### config.mk
export PLATFORM = sky130hd
export DESIGN_NAME = dsvr_top
export DESIGN_NICKNAME = d
export VERILOG_FILES = /design/src/logic/dsvr_top.v /design/src/logic/dsvr_tick_div.v /design/src/logic/dsvr_wb_regs.v
export VERILOG_INCLUDE_DIRS = /design/src /design/src/include
export SDC_FILE = /design/constraint.sdc
export NUM_CORES = 1
export LEC_CHECK = 0
export BUFFER_PORTS_ARGS = -buffer_cell sky130_fd_sc_hd__buf_2
export CORE_ASPECT_RATIO = 2
export CORE_UTILIZATION = 63
export DETAILED_ROUTE_END_ITERATION = 8
export HOLD_SLACK_MARGIN = 0.1
export PLACE_DENSITY = 0.95
export SKIP_LAST_GASP = 1
export SYNTH_ARGS = -nofsm -noshare
export SYNTH_HDL_FRONTEND = slang
export SYNTH_SLANG_ARGS = --single-unit
### constraint.sdc
create_clock -name sys_clk -period 7.52 [get_ports sys_clk]
set_input_delay 0.752 -clock sys_clk [delete_from_list [all_inputs] [get_ports sys_clk]]
set_output_delay 0.752 -clock sys_clk [all_outputs]
set_load 0.01 [all_outputs]
### src/include/dsvr_defs.vh
// Register offsets, field positions, reset values and ramp encodings of the volume ramp block.
`ifndef DSVR_DEFS_VH
`define DSVR_DEFS_VH

`define DSVR_OFS_PGM        8'h40
`define DSVR_OFS_CTRL       8'h46
`define DSVR_OFS_VOL        8'h4C
`define DSVR_OFS_RAMP       8'h4E
`define DSVR_OFS_FAST       8'h4F
`define DSVR_OFS_STAT       8'h60

`define DSVR_RST_PGM        8'h01
`define DSVR_RST_CTRL       8'h01
`define DSVR_RST_VOL        8'h30
`define DSVR_RST_RAMP       8'h33
`define DSVR_RST_FAST       8'h30

`define DSVR_PGM_MSB        4
`define DSVR_PGM_W          5
`define DSVR_PGM_RAM        5'h00
`define DSVR_PGM_ROM1       5'h01
`define DSVR_PGM_ROM2       5'h02
`define DSVR_PGM_ROM3       5'h03

`define DSVR_RATE_MSB       4
`define DSVR_RATE_LSB       3
`define DSVR_COEF_BIT       0
`define DSVR_CTRL_RW_MASK   8'hF9

`define DSVR_FALL_INT_MSB   7
`define DSVR_FALL_INT_LSB   6
`define DSVR_FALL_INC_MSB   5
`define DSVR_FALL_INC_LSB   4
`define DSVR_RISE_INT_MSB   3
`define DSVR_RISE_INT_LSB   2
`define DSVR_RISE_INC_MSB   1
`define DSVR_RISE_INC_LSB   0
`define DSVR_FAST_RW_MASK   8'hF0

`define DSVR_IVL_INSTANT    2'h3
`define DSVR_VOL_MUTE       8'hFF

`endif

### src/logic/dsvr_top.v
// Program select, processing rate and volume ramp engine with its register bank.
//
// What this block does
// Program field picks RAM program or ROM programs one, two, three.
// Rate field: follow input, or force 48, 96, 192 kHz.
// Coefficient bit 1 uses ROM defaults, 0 uses host-downloaded coefficients.
// One eight-bit volume code drives both left and right gain.
// Code 0 is +24 dB, half-dB steps down, 0x30 is 0 dB, all-ones mutes.
// Falling ramp updates every 1, 2, 4 samples; code 3 jumps to the target instantly.
// Falling step is 4, 2, 1 or 0.5 dB per update.
// Rising ramp updates every 1, 2, 4 samples; code 3 restores instantly.
// Rising step is 4, 2, 1 or 0.5 dB per update.
// Emergency fall uses its own interval and step settings.
// Applied gain walks toward the target and stops exactly on it.
// Reserved and read-only bits read reset values; writes to them do nothing.
`timescale 1ns/1ns
`include "dsvr_defs.vh"
module dsvr_top (
  input  wire       sys_clk,
  input  wire       srst,
  input  wire       wb_cyc_i,
  input  wire       wb_stb_i,
  input  wire       wb_we_i,
  input  wire [7:0] wb_adr_i,
  input  wire [3:0] wb_sel_i,
  input  wire [7:0] wb_dat_i,
  output wire [7:0] wb_dat_o,
  output wire       wb_ack_o,
  input  wire       sample_stb,
  input  wire       emergency,
  output reg  [4:0] program_sel_r,
  output reg  [3:0] program_onehot_r,
  output reg  [1:0] processing_rate_choice_r,
  output reg  [2:0] rate_onehot_r,
  output reg        builtin_coefficient_choice_r,
  output reg  [7:0] volume_code_left_r,
  output reg  [7:0] volume_code_right_r,
  output reg        mute_r,
  output reg        ramp_busy_r
);
  ////////////////////////////////////////////////////////////////////////
  localparam ST_IDLE = 3'b001;
  localparam ST_FALL = 3'b010;
  localparam ST_RISE = 3'b100;

  wire [7:0] pgm_reg;
  wire [7:0] ctrl_reg;
  wire [7:0] vol_reg;
  wire [7:0] ramp_reg;
  wire [7:0] fast_reg;
  wire [7:0] stat;
  wire       tick;
  wire       restart;
  wire [1:0] fall_interval;
  wire [1:0] fall_increment;
  wire [1:0] rise_interval;
  wire [1:0] rise_increment;
  wire [1:0] cur_interval;

  reg  [2:0] state_r;
  reg  [2:0] state_nxt;
  reg  [7:0] applied_r;
  reg  [7:0] applied_nxt;
  reg        emerg_r;

  // Step size in half-dB codes: 4 dB is eight codes, 0.5 dB is one.
  function [7:0] step_codes;
    input [1:0] inc;
    begin
      case (inc)
        2'h0:    step_codes = 8'h08;
        2'h1:    step_codes = 8'h04;
        2'h2:    step_codes = 8'h02;
        default: step_codes = 8'h01;
      endcase
    end
  endfunction

  ////////////////////////////////////////////////////////////////////////
  dsvr_wb_regs u_regs (
    .sys_clk  (sys_clk),
    .srst     (srst),
    .wb_cyc_i (wb_cyc_i),
    .wb_stb_i (wb_stb_i),
    .wb_we_i  (wb_we_i),
    .wb_adr_i (wb_adr_i),
    .wb_sel_i (wb_sel_i),
    .wb_dat_i (wb_dat_i),
    .stat_i   (stat),
    .wb_dat_o (wb_dat_o),
    .wb_ack_o (wb_ack_o),
    .pgm_r    (pgm_reg),
    .ctrl_r   (ctrl_reg),
    .vol_r    (vol_reg),
    .ramp_r   (ramp_reg),
    .fast_r   (fast_reg)
  );

  assign stat = {5'h00, emerg_r, state_r[2], state_r[1]};

  // Emergency settings replace the normal falling ones while the fault lasts.
  assign fall_interval  = emerg_r ? fast_reg[`DSVR_FALL_INT_MSB:`DSVR_FALL_INT_LSB]
                                  : ramp_reg[`DSVR_FALL_INT_MSB:`DSVR_FALL_INT_LSB];
  assign fall_increment = emerg_r ? fast_reg[`DSVR_FALL_INC_MSB:`DSVR_FALL_INC_LSB]
                                  : ramp_reg[`DSVR_FALL_INC_MSB:`DSVR_FALL_INC_LSB];
  assign rise_interval  = ramp_reg[`DSVR_RISE_INT_MSB:`DSVR_RISE_INT_LSB];
  assign rise_increment = ramp_reg[`DSVR_RISE_INC_MSB:`DSVR_RISE_INC_LSB];
  assign cur_interval   = (state_r == ST_RISE) ? rise_interval : fall_interval;
  // The divider restarts whenever the engine rests, so a new ramp waits a full interval.
  assign restart        = (state_r == ST_IDLE);

  dsvr_tick_div u_div (
    .sys_clk    (sys_clk),
    .srst       (srst),
    .sample_stb (sample_stb),
    .restart    (restart),
    .interval   (cur_interval),
    .tick_r     (tick)
  );

  ////////////////////////////////////////////////////////////////////////
  // The target is the register code, or full mute while an emergency is raised.
  reg  [7:0] target;
  reg  [7:0] step;
  reg  [8:0] sum;

  always @* begin
    target      = emerg_r ? `DSVR_VOL_MUTE : vol_reg;
    step        = 8'h00;
    sum         = 9'h000;
    state_nxt   = state_r;
    applied_nxt = applied_r;
    case (state_r)
      ST_IDLE: begin
        if (target > applied_r) begin
          state_nxt = ST_FALL;
        end else if (target < applied_r) begin
          state_nxt = ST_RISE;
        end
      end
      ST_FALL: begin
        if (fall_interval == `DSVR_IVL_INSTANT) begin
          applied_nxt = target;
          state_nxt   = ST_IDLE;
        end else if (target <= applied_r) begin
          state_nxt = ST_IDLE;
        end else if (tick) begin
          step = step_codes(fall_increment);
          sum  = {1'b0, applied_r} + {1'b0, step};
          if (sum >= {1'b0, target}) begin
            applied_nxt = target;
            state_nxt   = ST_IDLE;
          end else begin
            applied_nxt = sum[7:0];
          end
        end
      end
      ST_RISE: begin
        if (rise_interval == `DSVR_IVL_INSTANT) begin
          applied_nxt = target;
          state_nxt   = ST_IDLE;
        end else if (target >= applied_r) begin
          state_nxt = ST_IDLE;
        end else if (tick) begin
          step = step_codes(rise_increment);
          // Nine-bit compare, so a target near mute cannot wrap and let the gain overshoot.
          sum = {1'b0, target} + {1'b0, step};
          if ({1'b0, applied_r} <= sum) begin
            applied_nxt = target;
            state_nxt   = ST_IDLE;
          end else begin
            applied_nxt = applied_r - step;
          end
        end
      end
      default: begin
        state_nxt = ST_IDLE;
      end
    endcase
  end

  always @(posedge sys_clk) begin
    if (srst) begin
      state_r   <= ST_IDLE;
      applied_r <= `DSVR_RST_VOL;
      emerg_r   <= 1'b0;
    end else begin
      state_r   <= state_nxt;
      applied_r <= applied_nxt;
      emerg_r   <= emergency;
    end
  end

  ////////////////////////////////////////////////////////////////////////
  always @(posedge sys_clk) begin
    if (srst) begin
      program_sel_r                <= `DSVR_PGM_ROM1;
      program_onehot_r             <= 4'h2;
      processing_rate_choice_r     <= 2'h0;
      rate_onehot_r                <= 3'h0;
      builtin_coefficient_choice_r <= 1'b1;
      volume_code_left_r           <= `DSVR_RST_VOL;
      volume_code_right_r          <= `DSVR_RST_VOL;
      mute_r                       <= 1'b0;
      ramp_busy_r                  <= 1'b0;
    end else begin
      program_sel_r <= pgm_reg[`DSVR_PGM_MSB:0];
      case (pgm_reg[`DSVR_PGM_MSB:0])
        `DSVR_PGM_RAM:  program_onehot_r <= 4'h1;
        `DSVR_PGM_ROM1: program_onehot_r <= 4'h2;
        `DSVR_PGM_ROM2: program_onehot_r <= 4'h4;
        `DSVR_PGM_ROM3: program_onehot_r <= 4'h8;
        default:        program_onehot_r <= 4'h0;
      endcase
      processing_rate_choice_r <= ctrl_reg[`DSVR_RATE_MSB:`DSVR_RATE_LSB];
      case (ctrl_reg[`DSVR_RATE_MSB:`DSVR_RATE_LSB])
        2'h1:    rate_onehot_r <= 3'h1;
        2'h2:    rate_onehot_r <= 3'h2;
        2'h3:    rate_onehot_r <= 3'h4;
        default: rate_onehot_r <= 3'h0;
      endcase
      builtin_coefficient_choice_r <= ctrl_reg[`DSVR_COEF_BIT];
      volume_code_left_r           <= applied_nxt;
      volume_code_right_r          <= applied_nxt;
      mute_r                       <= (applied_nxt == `DSVR_VOL_MUTE);
      ramp_busy_r                  <= (state_nxt != ST_IDLE);
    end
  end
endmodule // dsvr_top

### src/logic/dsvr_tick_div.v
// Sample period divider that pulses once every 1, 2 or 4 sample strobes.
`timescale 1ns/1ns
module dsvr_tick_div (
  input  wire       sys_clk,
  input  wire       srst,
  input  wire       sample_stb,
  input  wire       restart,
  input  wire [1:0] interval,
  output reg        tick_r
);
  reg  [1:0] cnt_r;
  wire [1:0] last;

  assign last = (interval == 2'h0) ? 2'h0 : (interval == 2'h1) ? 2'h1 : 2'h3;

  always @(posedge sys_clk) begin
    if (srst) begin
      cnt_r  <= 2'h0;
      tick_r <= 1'b0;
    end else if (restart) begin
      cnt_r  <= 2'h0;
      tick_r <= 1'b0;
    end else begin
      tick_r <= 1'b0;
      if (sample_stb) begin
        if (cnt_r >= last) begin
          cnt_r  <= 2'h0;
          tick_r <= 1'b1;
        end else begin
          cnt_r <= cnt_r + 2'h1;
        end
      end
    end
  end
endmodule // dsvr_tick_div

### src/logic/dsvr_wb_regs.v
// Wishbone classic register file for program, control, volume and ramp settings.
`timescale 1ns/1ns
`include "dsvr_defs.vh"
module dsvr_wb_regs (
  input  wire       sys_clk,
  input  wire       srst,
  input  wire       wb_cyc_i,
  input  wire       wb_stb_i,
  input  wire       wb_we_i,
  input  wire [7:0] wb_adr_i,
  input  wire [3:0] wb_sel_i,
  input  wire [7:0] wb_dat_i,
  input  wire [7:0] stat_i,
  output reg  [7:0] wb_dat_o,
  output reg        wb_ack_o,
  output reg  [7:0] pgm_r,
  output reg  [7:0] ctrl_r,
  output reg  [7:0] vol_r,
  output reg  [7:0] ramp_r,
  output reg  [7:0] fast_r
);
  wire req;
  wire wr;

  // One wait state: ack follows a new request by one edge and drops the cycle after.
  assign req = wb_cyc_i & wb_stb_i & ~wb_ack_o;
  assign wr  = req & wb_we_i & wb_sel_i[0];

  always @(posedge sys_clk) begin
    if (srst) begin
      wb_ack_o <= 1'b0;
      wb_dat_o <= 8'h00;
      pgm_r    <= `DSVR_RST_PGM;
      ctrl_r   <= `DSVR_RST_CTRL;
      vol_r    <= `DSVR_RST_VOL;
      ramp_r   <= `DSVR_RST_RAMP;
      fast_r   <= `DSVR_RST_FAST;
    end else begin
      wb_ack_o <= req;
      if (wr) begin
        case (wb_adr_i)
          `DSVR_OFS_PGM:  pgm_r  <= wb_dat_i;
          `DSVR_OFS_CTRL: ctrl_r <= wb_dat_i & `DSVR_CTRL_RW_MASK;
          `DSVR_OFS_VOL:  vol_r  <= wb_dat_i;
          `DSVR_OFS_RAMP: ramp_r <= wb_dat_i;
          `DSVR_OFS_FAST: fast_r <= wb_dat_i & `DSVR_FAST_RW_MASK;
          default:        pgm_r  <= pgm_r;
        endcase
      end
      if (req) begin
        case (wb_adr_i)
          `DSVR_OFS_PGM:  wb_dat_o <= pgm_r;
          `DSVR_OFS_CTRL: wb_dat_o <= ctrl_r;
          `DSVR_OFS_VOL:  wb_dat_o <= vol_r;
          `DSVR_OFS_RAMP: wb_dat_o <= ramp_r;
          `DSVR_OFS_FAST: wb_dat_o <= fast_r;
          `DSVR_OFS_STAT: wb_dat_o <= stat_i;
          default:        wb_dat_o <= 8'h00;
        endcase
      end
    end
  end
endmodule // dsvr_wb_regs

==> results of run 1 <==
## area by class of cell
| cell class | count | area share [%] |
|---|---|---|
| Sequential cell | 75 | 26.85 |
| Multi-Input combinational cell | 482 | 56.52 |
| Tap cell | 94 | 2.103 |
| Inverter | 33 | 2.238 |
| Clock inverter | 7 | 1.902 |
| Clock buffer | 9 | 4.028 |
| Timing Repair Buffer | 69 | 6.355 |
## flip-flops by register name, indices dropped and copies added, names as in the netlist
signal	cells
emerg_r	1
u_div.cnt_r	2
processing_rate_choice_r	2
program_onehot_r	4
volume_code_right_r	8
rate_onehot_r	3
u_regs.ramp_r	8
program_sel_r	5
mute_r	1
u_regs.wb_ack_o	1
ramp_busy_r	1
u_regs.fast_r	4
state_r	3
u_regs.vol_r	8
u_regs.ctrl_r	6
u_div.tick_r	1
u_regs.wb_dat_o	8
builtin_coefficient_choice_r	1
u_regs.pgm_r	8
## cell families after synthesis
group                      Yosys count
AOI/OAI and AO/OA                  161
xor gates and xnor gates            14
adders and majority gates           41
buffers and inverters               63
DFF                                 75
muxes                                7
and+or+nand+nor                    259
## Yosys cell counts, types with 3 or more instances
| cell type | count | area share, % |
|---|---|---|
| o21ai_2 | 3 | 0.53 |
| or2_2 | 7 | 0.88 |
| a211oi_1 | 4 | 0.61 |
| o2bb2ai_1 | 3 | 0.53 |
| a21o_1 | 4 | 0.61 |
| inv_1 | 30 | 2.3 |
| fa_1 | 3 | 1.2 |
| nor2_2 | 5 | 0.63 |
| a222oi_1 | 7 | 1.4 |
| dfxtp_1 | 75 | 30 |
| a22oi_1 | 6 | 0.91 |
| a221oi_1 | 4 | 0.71 |
| a21oi_1 | 66 | 6.7 |
| xor2_1 | 3 | 0.53 |
| o31ai_1 | 5 | 0.76 |
| and2_1 | 5 | 0.63 |
| nor3_1 | 17 | 1.7 |
| nand2_1 | 83 | 6.3 |
| nand2b_1 | 12 | 1.5 |
| nand3b_1 | 13 | 2.0 |
| o21ai_0 | 17 | 1.7 |
| clkbuf_1 | 17 | 1.3 |
| nand3_1 | 23 | 2.3 |
| a31oi_1 | 7 | 0.88 |
| nor2_1 | 52 | 3.9 |
| mux2i_1 | 3 | 0.61 |
| mux2_2 | 4 | 0.91 |
| and3_1 | 3 | 0.38 |
| nor2b_1 | 16 | 2.0 |
| buf_4 | 8 | 1.2 |
| xnor2_1 | 11 | 1.9 |
| ha_1 | 38 | 9.6 |
| nor3b_1 | 3 | 0.46 |
## report_power, final
part           switching [mW]  internal, mW
clock network           0.180         0.297
logic                   0.124        0.0718
registers              0.0201         0.408
total                   0.324         0.777
## routing by layer
metal / vias to the layer above / routed length (um) / GRT usage, % / part of all wire (%)
met5: - / 0 / 0 / 0
met3: 139 / 1068 / 10.45 / 6.6
li1: 2307 / - / - / -
met2: 361 / 8370 / 73.19 / 52
met4: 0 / 1735 / 40.39 / 11
met1: 2359 / 5063 / 38.23 / 31
## through the flow
stage / instance area, um2 / hold slack [ns] / instances / util, %
floorplan: 4949 / 0.4273 / 620 / -
global placement: 5260 / 0.4416 / 753 / 69.20
detailed placement: 5260 / 0.4543 / 753 / 69.20
CTS: 5592 / 0.4651 / 769 / 73.56
global route: 5592 / 0.4857 / 769 / 73.56
finish: 5592 / 0.4652 / 769 / 73.56
## worst max-delay path, delay by kind of cell (launching register included)
| family | cells | cell delay, ns |
|---|---|---|
| flip-flops | 1 | 0.85 |
| AO/OA/AOI/OAI | 8 | 1.74 |
| buffers and inverters | 2 | 0.33 |
| AND/OR/NAND/NOR | 7 | 1.54 |
| adder cells (fa/ha/maj) | 2 | 0.57 |
## worst paths after layout
check | slack [ns] | startpoint | to
worst max-delay path | 2.38 | emerg_r | mute_r
worst min-delay path | 0.47 | u_regs.ctrl_r[7] | u_regs.ctrl_r[7]
worst max register to register | 2.38 | emerg_r | mute_r
worst min register to register | 0.47 | u_regs.ctrl_r[7] | u_regs.ctrl_r[7]
==> key figures, run 1 <==
Place
  – Pre-CTS setup slack: 2.565 ns
  – Gpl congestion: 0.9973
  – Hpwl dp: 11860 um
  – Port Buffers: 65

GRT
  – All-layer global routing usage: 42.13%
  – Grt ovf: 0
  – Initial antenna violation count: 0
  – Largest net degree at the start of global routing: 68
  – First-pass GRT wire length: 26040 um
  – Vias in the first global route: 5174

Timing
  – Setup TNS: 0 ns
  – Final worst slack: 2.383 ns
  – Final Hold Viols: 0
  – Min Clock Period, post-route: 5.137 ns
  – Final period utilization: 68.31%
  – Maximum clock rate: 194.7 MHz
  – RSZ-0062 raised after global routing: false
  – Max Slew Vio Count: 0
  – Clk_skew: 0.007512 ns
  – Rel. slew slack: 21.66%
  – Slew @ Worst Pin: 1.164 ns
  – Setup-failing EPs final: 0

Final layout
  – Multi-input logic area: 3161 um2
  – Storage cell area: 1501 um2
  – Most common cell after layout, fill and taps aside: nand2_1
  – Fin nets: 738
  – Share of cells above drive strength 1: 19.56%
  – Fill cells: 559
  – Diode count: 0
  – Area growth, synth to finish: 13.00%
  – Most frequent cells in the layout: nand2_1 (83), dfxtp_1 (75), a21oi_1 (66)

Logic synthesis
  – Mux contribution to synthesized area: 1.517%
  – Number of enable flip-flop cells after synthesis: 0
  – Post-synthesis async set-or-reset flop share: 0%
  – Primary FF master, synth: dfxtp_1
  – Synth Area per Inst: 7.981 um2
  – Sequential fraction of the synthesis area: 30.34%
  – Cell Area, Synth: 4948 um2
  – Largest family of logic cells by synthesized area: simple AND/OR/NAND/NOR gates
  – Post-Synth Simple-Gate Area: 26.09%
  – Ys Warns: 0
  – Area share of fa/ha/maj cells after synthesis: 10.82%
  – Compound-Gate Fraction of Synth Area: 22.96%
  – Synth Register Bits: 75
  – Xor and xnor area share after synthesis: 2.478%
  – Post-synth cell types: 83
  – Syn Nets: 688
  – Synthesized netlist cell count: 620

Worst hold path
  – Worst min path class: reg -> reg
  – Hold depth: 2

CTS
  – Total CTS buffers: 9
  – Root buffer cell: clkbuf_16
  – Resize count post-CTS: 0
  – Clk sinks: 75
  – CTS hold repair buffers: 0
  – H-tree depth: 3
  – Worst-skew pair later-pin latency: 0.34 ns
  – Clk slew on worst S/H paths: 0.07 ns
  – Total setup buffers inserted after CTS: 0
  – Clock Path Buffers: 2
  – CTS tree: done

Routing
  – Pre-Repair DR Iteration Count: 7
  – Wirelength per Cell: 21.12 um
  – Routed Antenna Nets: 0
  – Number of remaining DRC errors: 0
  – Total routed wirelength: 16240 um
  – Initial DRC Count: 518
  – Drt via density: 6.718
  – Via Count: 5166

Worst setup path
  – Max incr delay on CP: 0.85 ns
  – Critical-path cell list: nor2_1, inv_1, ha_1, a21o_1, a21oi_1, inv_1, a21oi_1, o21ai_0, o21ai_0, ha_1, nand4_1, nor2_1, nand2_1, o2111ai_2, nor4_1, a31oi_1, a222oi_1, nor4b_1, and4_1
  – WS Path Type: reg -> reg
  – Req. time, crit path: 7.76 ns
  – Worst Reg2Reg Path Length in Cells: 19
  – CP endpoint kind: register
  – Crit-path slowest cell: dfxtp_1
  – Max FO, Critical Path: 22
  – Startpoint type of the worst setup path: register
  – WP data arrival: 5.38 ns

Pwr
  – Leak: 2.401 nW
  – Tot Pwr: 1.101 mW
  – Maximum VDD drop: 221.0 uV
  – Power per cell area: 196.9 nW/um2

Floorplanning
  – CORE AREA: 7601 um2
  – Std-Cell Rows: 45
  – Die Height: 127.3 um
  – I/O pins: 69
  – Die area: 8235 um2
  – Die width: 64.67 um
  – Initial Util: 65.10%

Flow run
  – Max-cap viol count: 0

Outcome
  – Outcome: complete, no violations
Power figures use the tool's default switching activity.
==> run 2: changes to the inputs <==
--- a/config.mk
+++ b/config.mk
@@ -8,10 +8,10 @@
 export LEC_CHECK = 0
 export BUFFER_PORTS_ARGS = -buffer_cell sky130_fd_sc_hd__buf_2
 export CORE_ASPECT_RATIO = 2
-export CORE_UTILIZATION = 63
+export CORE_UTILIZATION = 53
 export DETAILED_ROUTE_END_ITERATION = 8
 export HOLD_SLACK_MARGIN = 0.1
-export PLACE_DENSITY = 0.95
+export PLACE_DENSITY = 0.87
 export SKIP_LAST_GASP = 1
 export SYNTH_ARGS = -nofsm -noshare
 export SYNTH_HDL_FRONTEND = slang
==> constraint.sdc (replaced) <==
create_clock -name sys_clk -period 4.65 [get_ports sys_clk]
set_input_delay 0.465 -clock sys_clk [delete_from_list [all_inputs] [get_ports sys_clk]]
set_output_delay 0.465 -clock sys_clk [all_outputs]
set_load 0.01 [all_outputs]
==> key figures, run 2 (synthesis results as in run 1) <==
Routing
  – Routed Antenna Nets: 0 (unchanged)
  – Number of remaining DRC errors: 0 (unchanged)
  – Initial DRC Count: 535 (+3.3%)
  – Via Count: 5236 (+1.4%)
  – Drt via density: 6.448 (-4.0%)
  – Wirelength per Cell: 20.00 um (-5.3%)
  – Pre-Repair DR Iteration Count: 6 (-1)
  – Total routed wirelength: 16240 um (unchanged)

Final layout
  – Post-layout instance area: 5863 um2 (+4.9%)
  – Share of cells above drive strength 1: 24.08% (+4.5 points)
  – Finished Core Util: 65.06% (-8.5 points)
  – Diode count: 0 (unchanged)
  – Most common cell after layout, fill and taps aside: nand2_1
  – Most frequent cells in the layout: nand2_1 (83), dfxtp_1 (71), a21oi_1 (66)
  – Fin nets: 773 (+4.7%)
  – Area growth, synth to finish: 18.48%

Pwr
  – Maximum VDD drop: 304.2 uV (+38%)
  – Logic pwr share: 19.9% (+2.1 points)
  – Power per cell area: 307.1 nW/um2 (+56%)
  – Leak: 2.546 nW (+6.1%)
  – Tot Pwr: 1.800 mW (+64%)
  – Clock power frac: 42.3% (-1.0 points)
  – Net Sw Frac: 29.46% (about the same)
  – Psw: 0.5304 mW (+64%)
  – Register share of total power: 37.8% (-1.1 points)
  – Internal power: 1.270 mW (+64%)

Floorplanning
  – CORE AREA: 9012 um2 (+19%)
  – Initial Util: 54.91% (-10 points)
  – Std-Cell Rows: 49 (+8.9%)
  – I/O pins: 69 (unchanged)
  – Die area: 9751 um2 (+18%)
  – Die width: 70.33 um (+8.7%)
  – Die Height: 138.7 um (+8.9%)

Worst setup path
  – WS Path Type: reg -> reg
  – Critical-path cell list: buf_4, nor2_1, inv_1, ha_1, fa_1, a21o_1, a21oi_2, nor3_1, xnor2_1, ha_1, a2111oi_4, o221ai_2, o2111a_1, o21ai_2, a21oi_1, a222oi_1, nor4b_1, buf_4, and4_1
  – Startpoint type of the worst setup path: register
  – WP data arrival: 4.72 ns (-0.66 ns)
  – Cell family with most CP delay: compound AO/OA/AOI/OAI gates
  – Max incr delay on CP: 0.51 ns (-0.34 ns)
  – Req. time, crit path: 4.89 ns (-2.87 ns)
  – Buf/Inv on CP: 3 (+1)
  – Crit-path slowest cell: a222oi_1
  – CP endpoint kind: register
  – Max FO, Critical Path: 15 (-32%)

CTS
  – Root buffer cell: clkbuf_16
  – H-tree depth: 3 (unchanged)
  – Clk sinks: 75 (unchanged)
  – Worst-skew pair later-pin latency: 0.34 ns (about the same)
  – CTS tree: done
  – Total setup buffers inserted after CTS: 0 (unchanged)
  – Clock Path Buffers: 2 (unchanged)
  – Clk slew on worst S/H paths: 0.06 ns (about the same)
  – Total CTS buffers: 9 (unchanged)

GRT
  – Initial antenna violation count: 0 (unchanged)
  – Grt ovf: 0 (unchanged)
  – Vias in the first global route: 5205 (+0.60%)
  – Largest net degree at the start of global routing: 68 (unchanged)
  – First-pass GRT wire length: 25790 um (-0.98%)
  – All-layer global routing usage: 33.92% (-8.2 points)

Place
  – Hpwl dp: 12200 um (+2.9%)
  – Gpl congestion: 0.9997 (+0.24%)
  – Pre-CTS setup slack: 0.1703 ns (-2.395 ns)
  – Placed cell area: 5533 um2 (+5.2%)
  – Port Buffers: 65 (unchanged)

Timing
  – Maximum clock rate: 223.1 MHz (+15%)
  – Rel. slew slack: 51.60% (+30 points)
  – Setup-failing EPs final: 0 (unchanged)
  – Min Clock Period, post-route: 4.483 ns (-0.6537 ns)
  – Final Hold Viols: 0 (unchanged)
  – Slew @ Worst Pin: 0.7259 ns (-0.4385 ns)
  – Max Slew Vio Count: 0 (unchanged)
  – Clk_skew: 0.004331 ns (-0.003181 ns)
  – RSZ-0062 raised after global routing: false
  – Final worst slack: 0.1671 ns (-2.216 ns)
  – Final period utilization: 96.41% (+28 points)
  – Setup TNS: 0 ns (unchanged)

Worst hold path
  – Worst min path class: in -> reg

Flow run
  – Max-cap viol count: 0 (unchanged)

Outcome
  – Outcome: complete, no violations
==> run 2: stage by stage <==
stage	hold slack (ns)	cells
floorplan	0.4273	620
global placement	0.4411	796
detailed placement	0.4483	796
CTS	0.3758	812
global route	0.4003	812
finish	0.3850	812
==> run 2: routing by layer <==
metal,vias to the layer above,track usage (%),share of wire [%]
met5,-,0.5291,0
met4,0,29.37,8.2
met3,114,5.959,5.9
met2,300,60.45,53
met1,2436,32.16,33
li1,2386,-,-
==> run 2: final timing paths <==
path	slack [ns]	from	cells past startpoint	to
hold / removal	0.38	wb_dat_i[1]	3	u_regs.ramp_r[1]
setup / recovery	0.17	emerg_r	19	mute_r
setup reg to reg	0.17	emerg_r	19	mute_r
hold reg to reg	0.46	u_regs.ctrl_r[7]	2	u_regs.ctrl_r[7]
==> run 2: power by group through the flow <==
stage	clock network, mW	logic [mW]	registers [mW]
5_1_grt	0.794	0.381	0.683
4_1_cts	0.761	0.344	0.680
3_5_place_dp	0	0.341	0.693
6_report	0.762	0.357	0.681
3_3_place_gp	0	0.330	0.690
2_1_floorplan	0	0.224	0.693
==> run 2: what timing repair did <==
action                     in CTS  in global routing
hold buffers                    0                  0
resized for setup               0                  4
setup endpoints to repair       0                  2
==> run 2: cell type report <==
type | count | area, um2
multi-input combinational | 482 | 3161
fill | 712 | 3149
clock inverter | 7 | 100.1
tap | 102 | 127.6
timing repair buffer | 104 | 618.1
sequential | 75 | 1506
inverter | 33 | 125.1
clock buffer | 9 | 225.2
==> run 2: worst register-to-register path, delay by kind of cell, from the launching register on <==
kind | cells | cell delay, ns
buffers and inverters | 3 | 0.47
AND/OR/NAND/NOR | 4 | 0.52
XOR/XNOR | 1 | 0.15
flip-flops | 1 | 0.35
adder cells (fa/ha/maj) | 3 | 0.94
AO/OA/AOI/OAI | 8 | 1.95
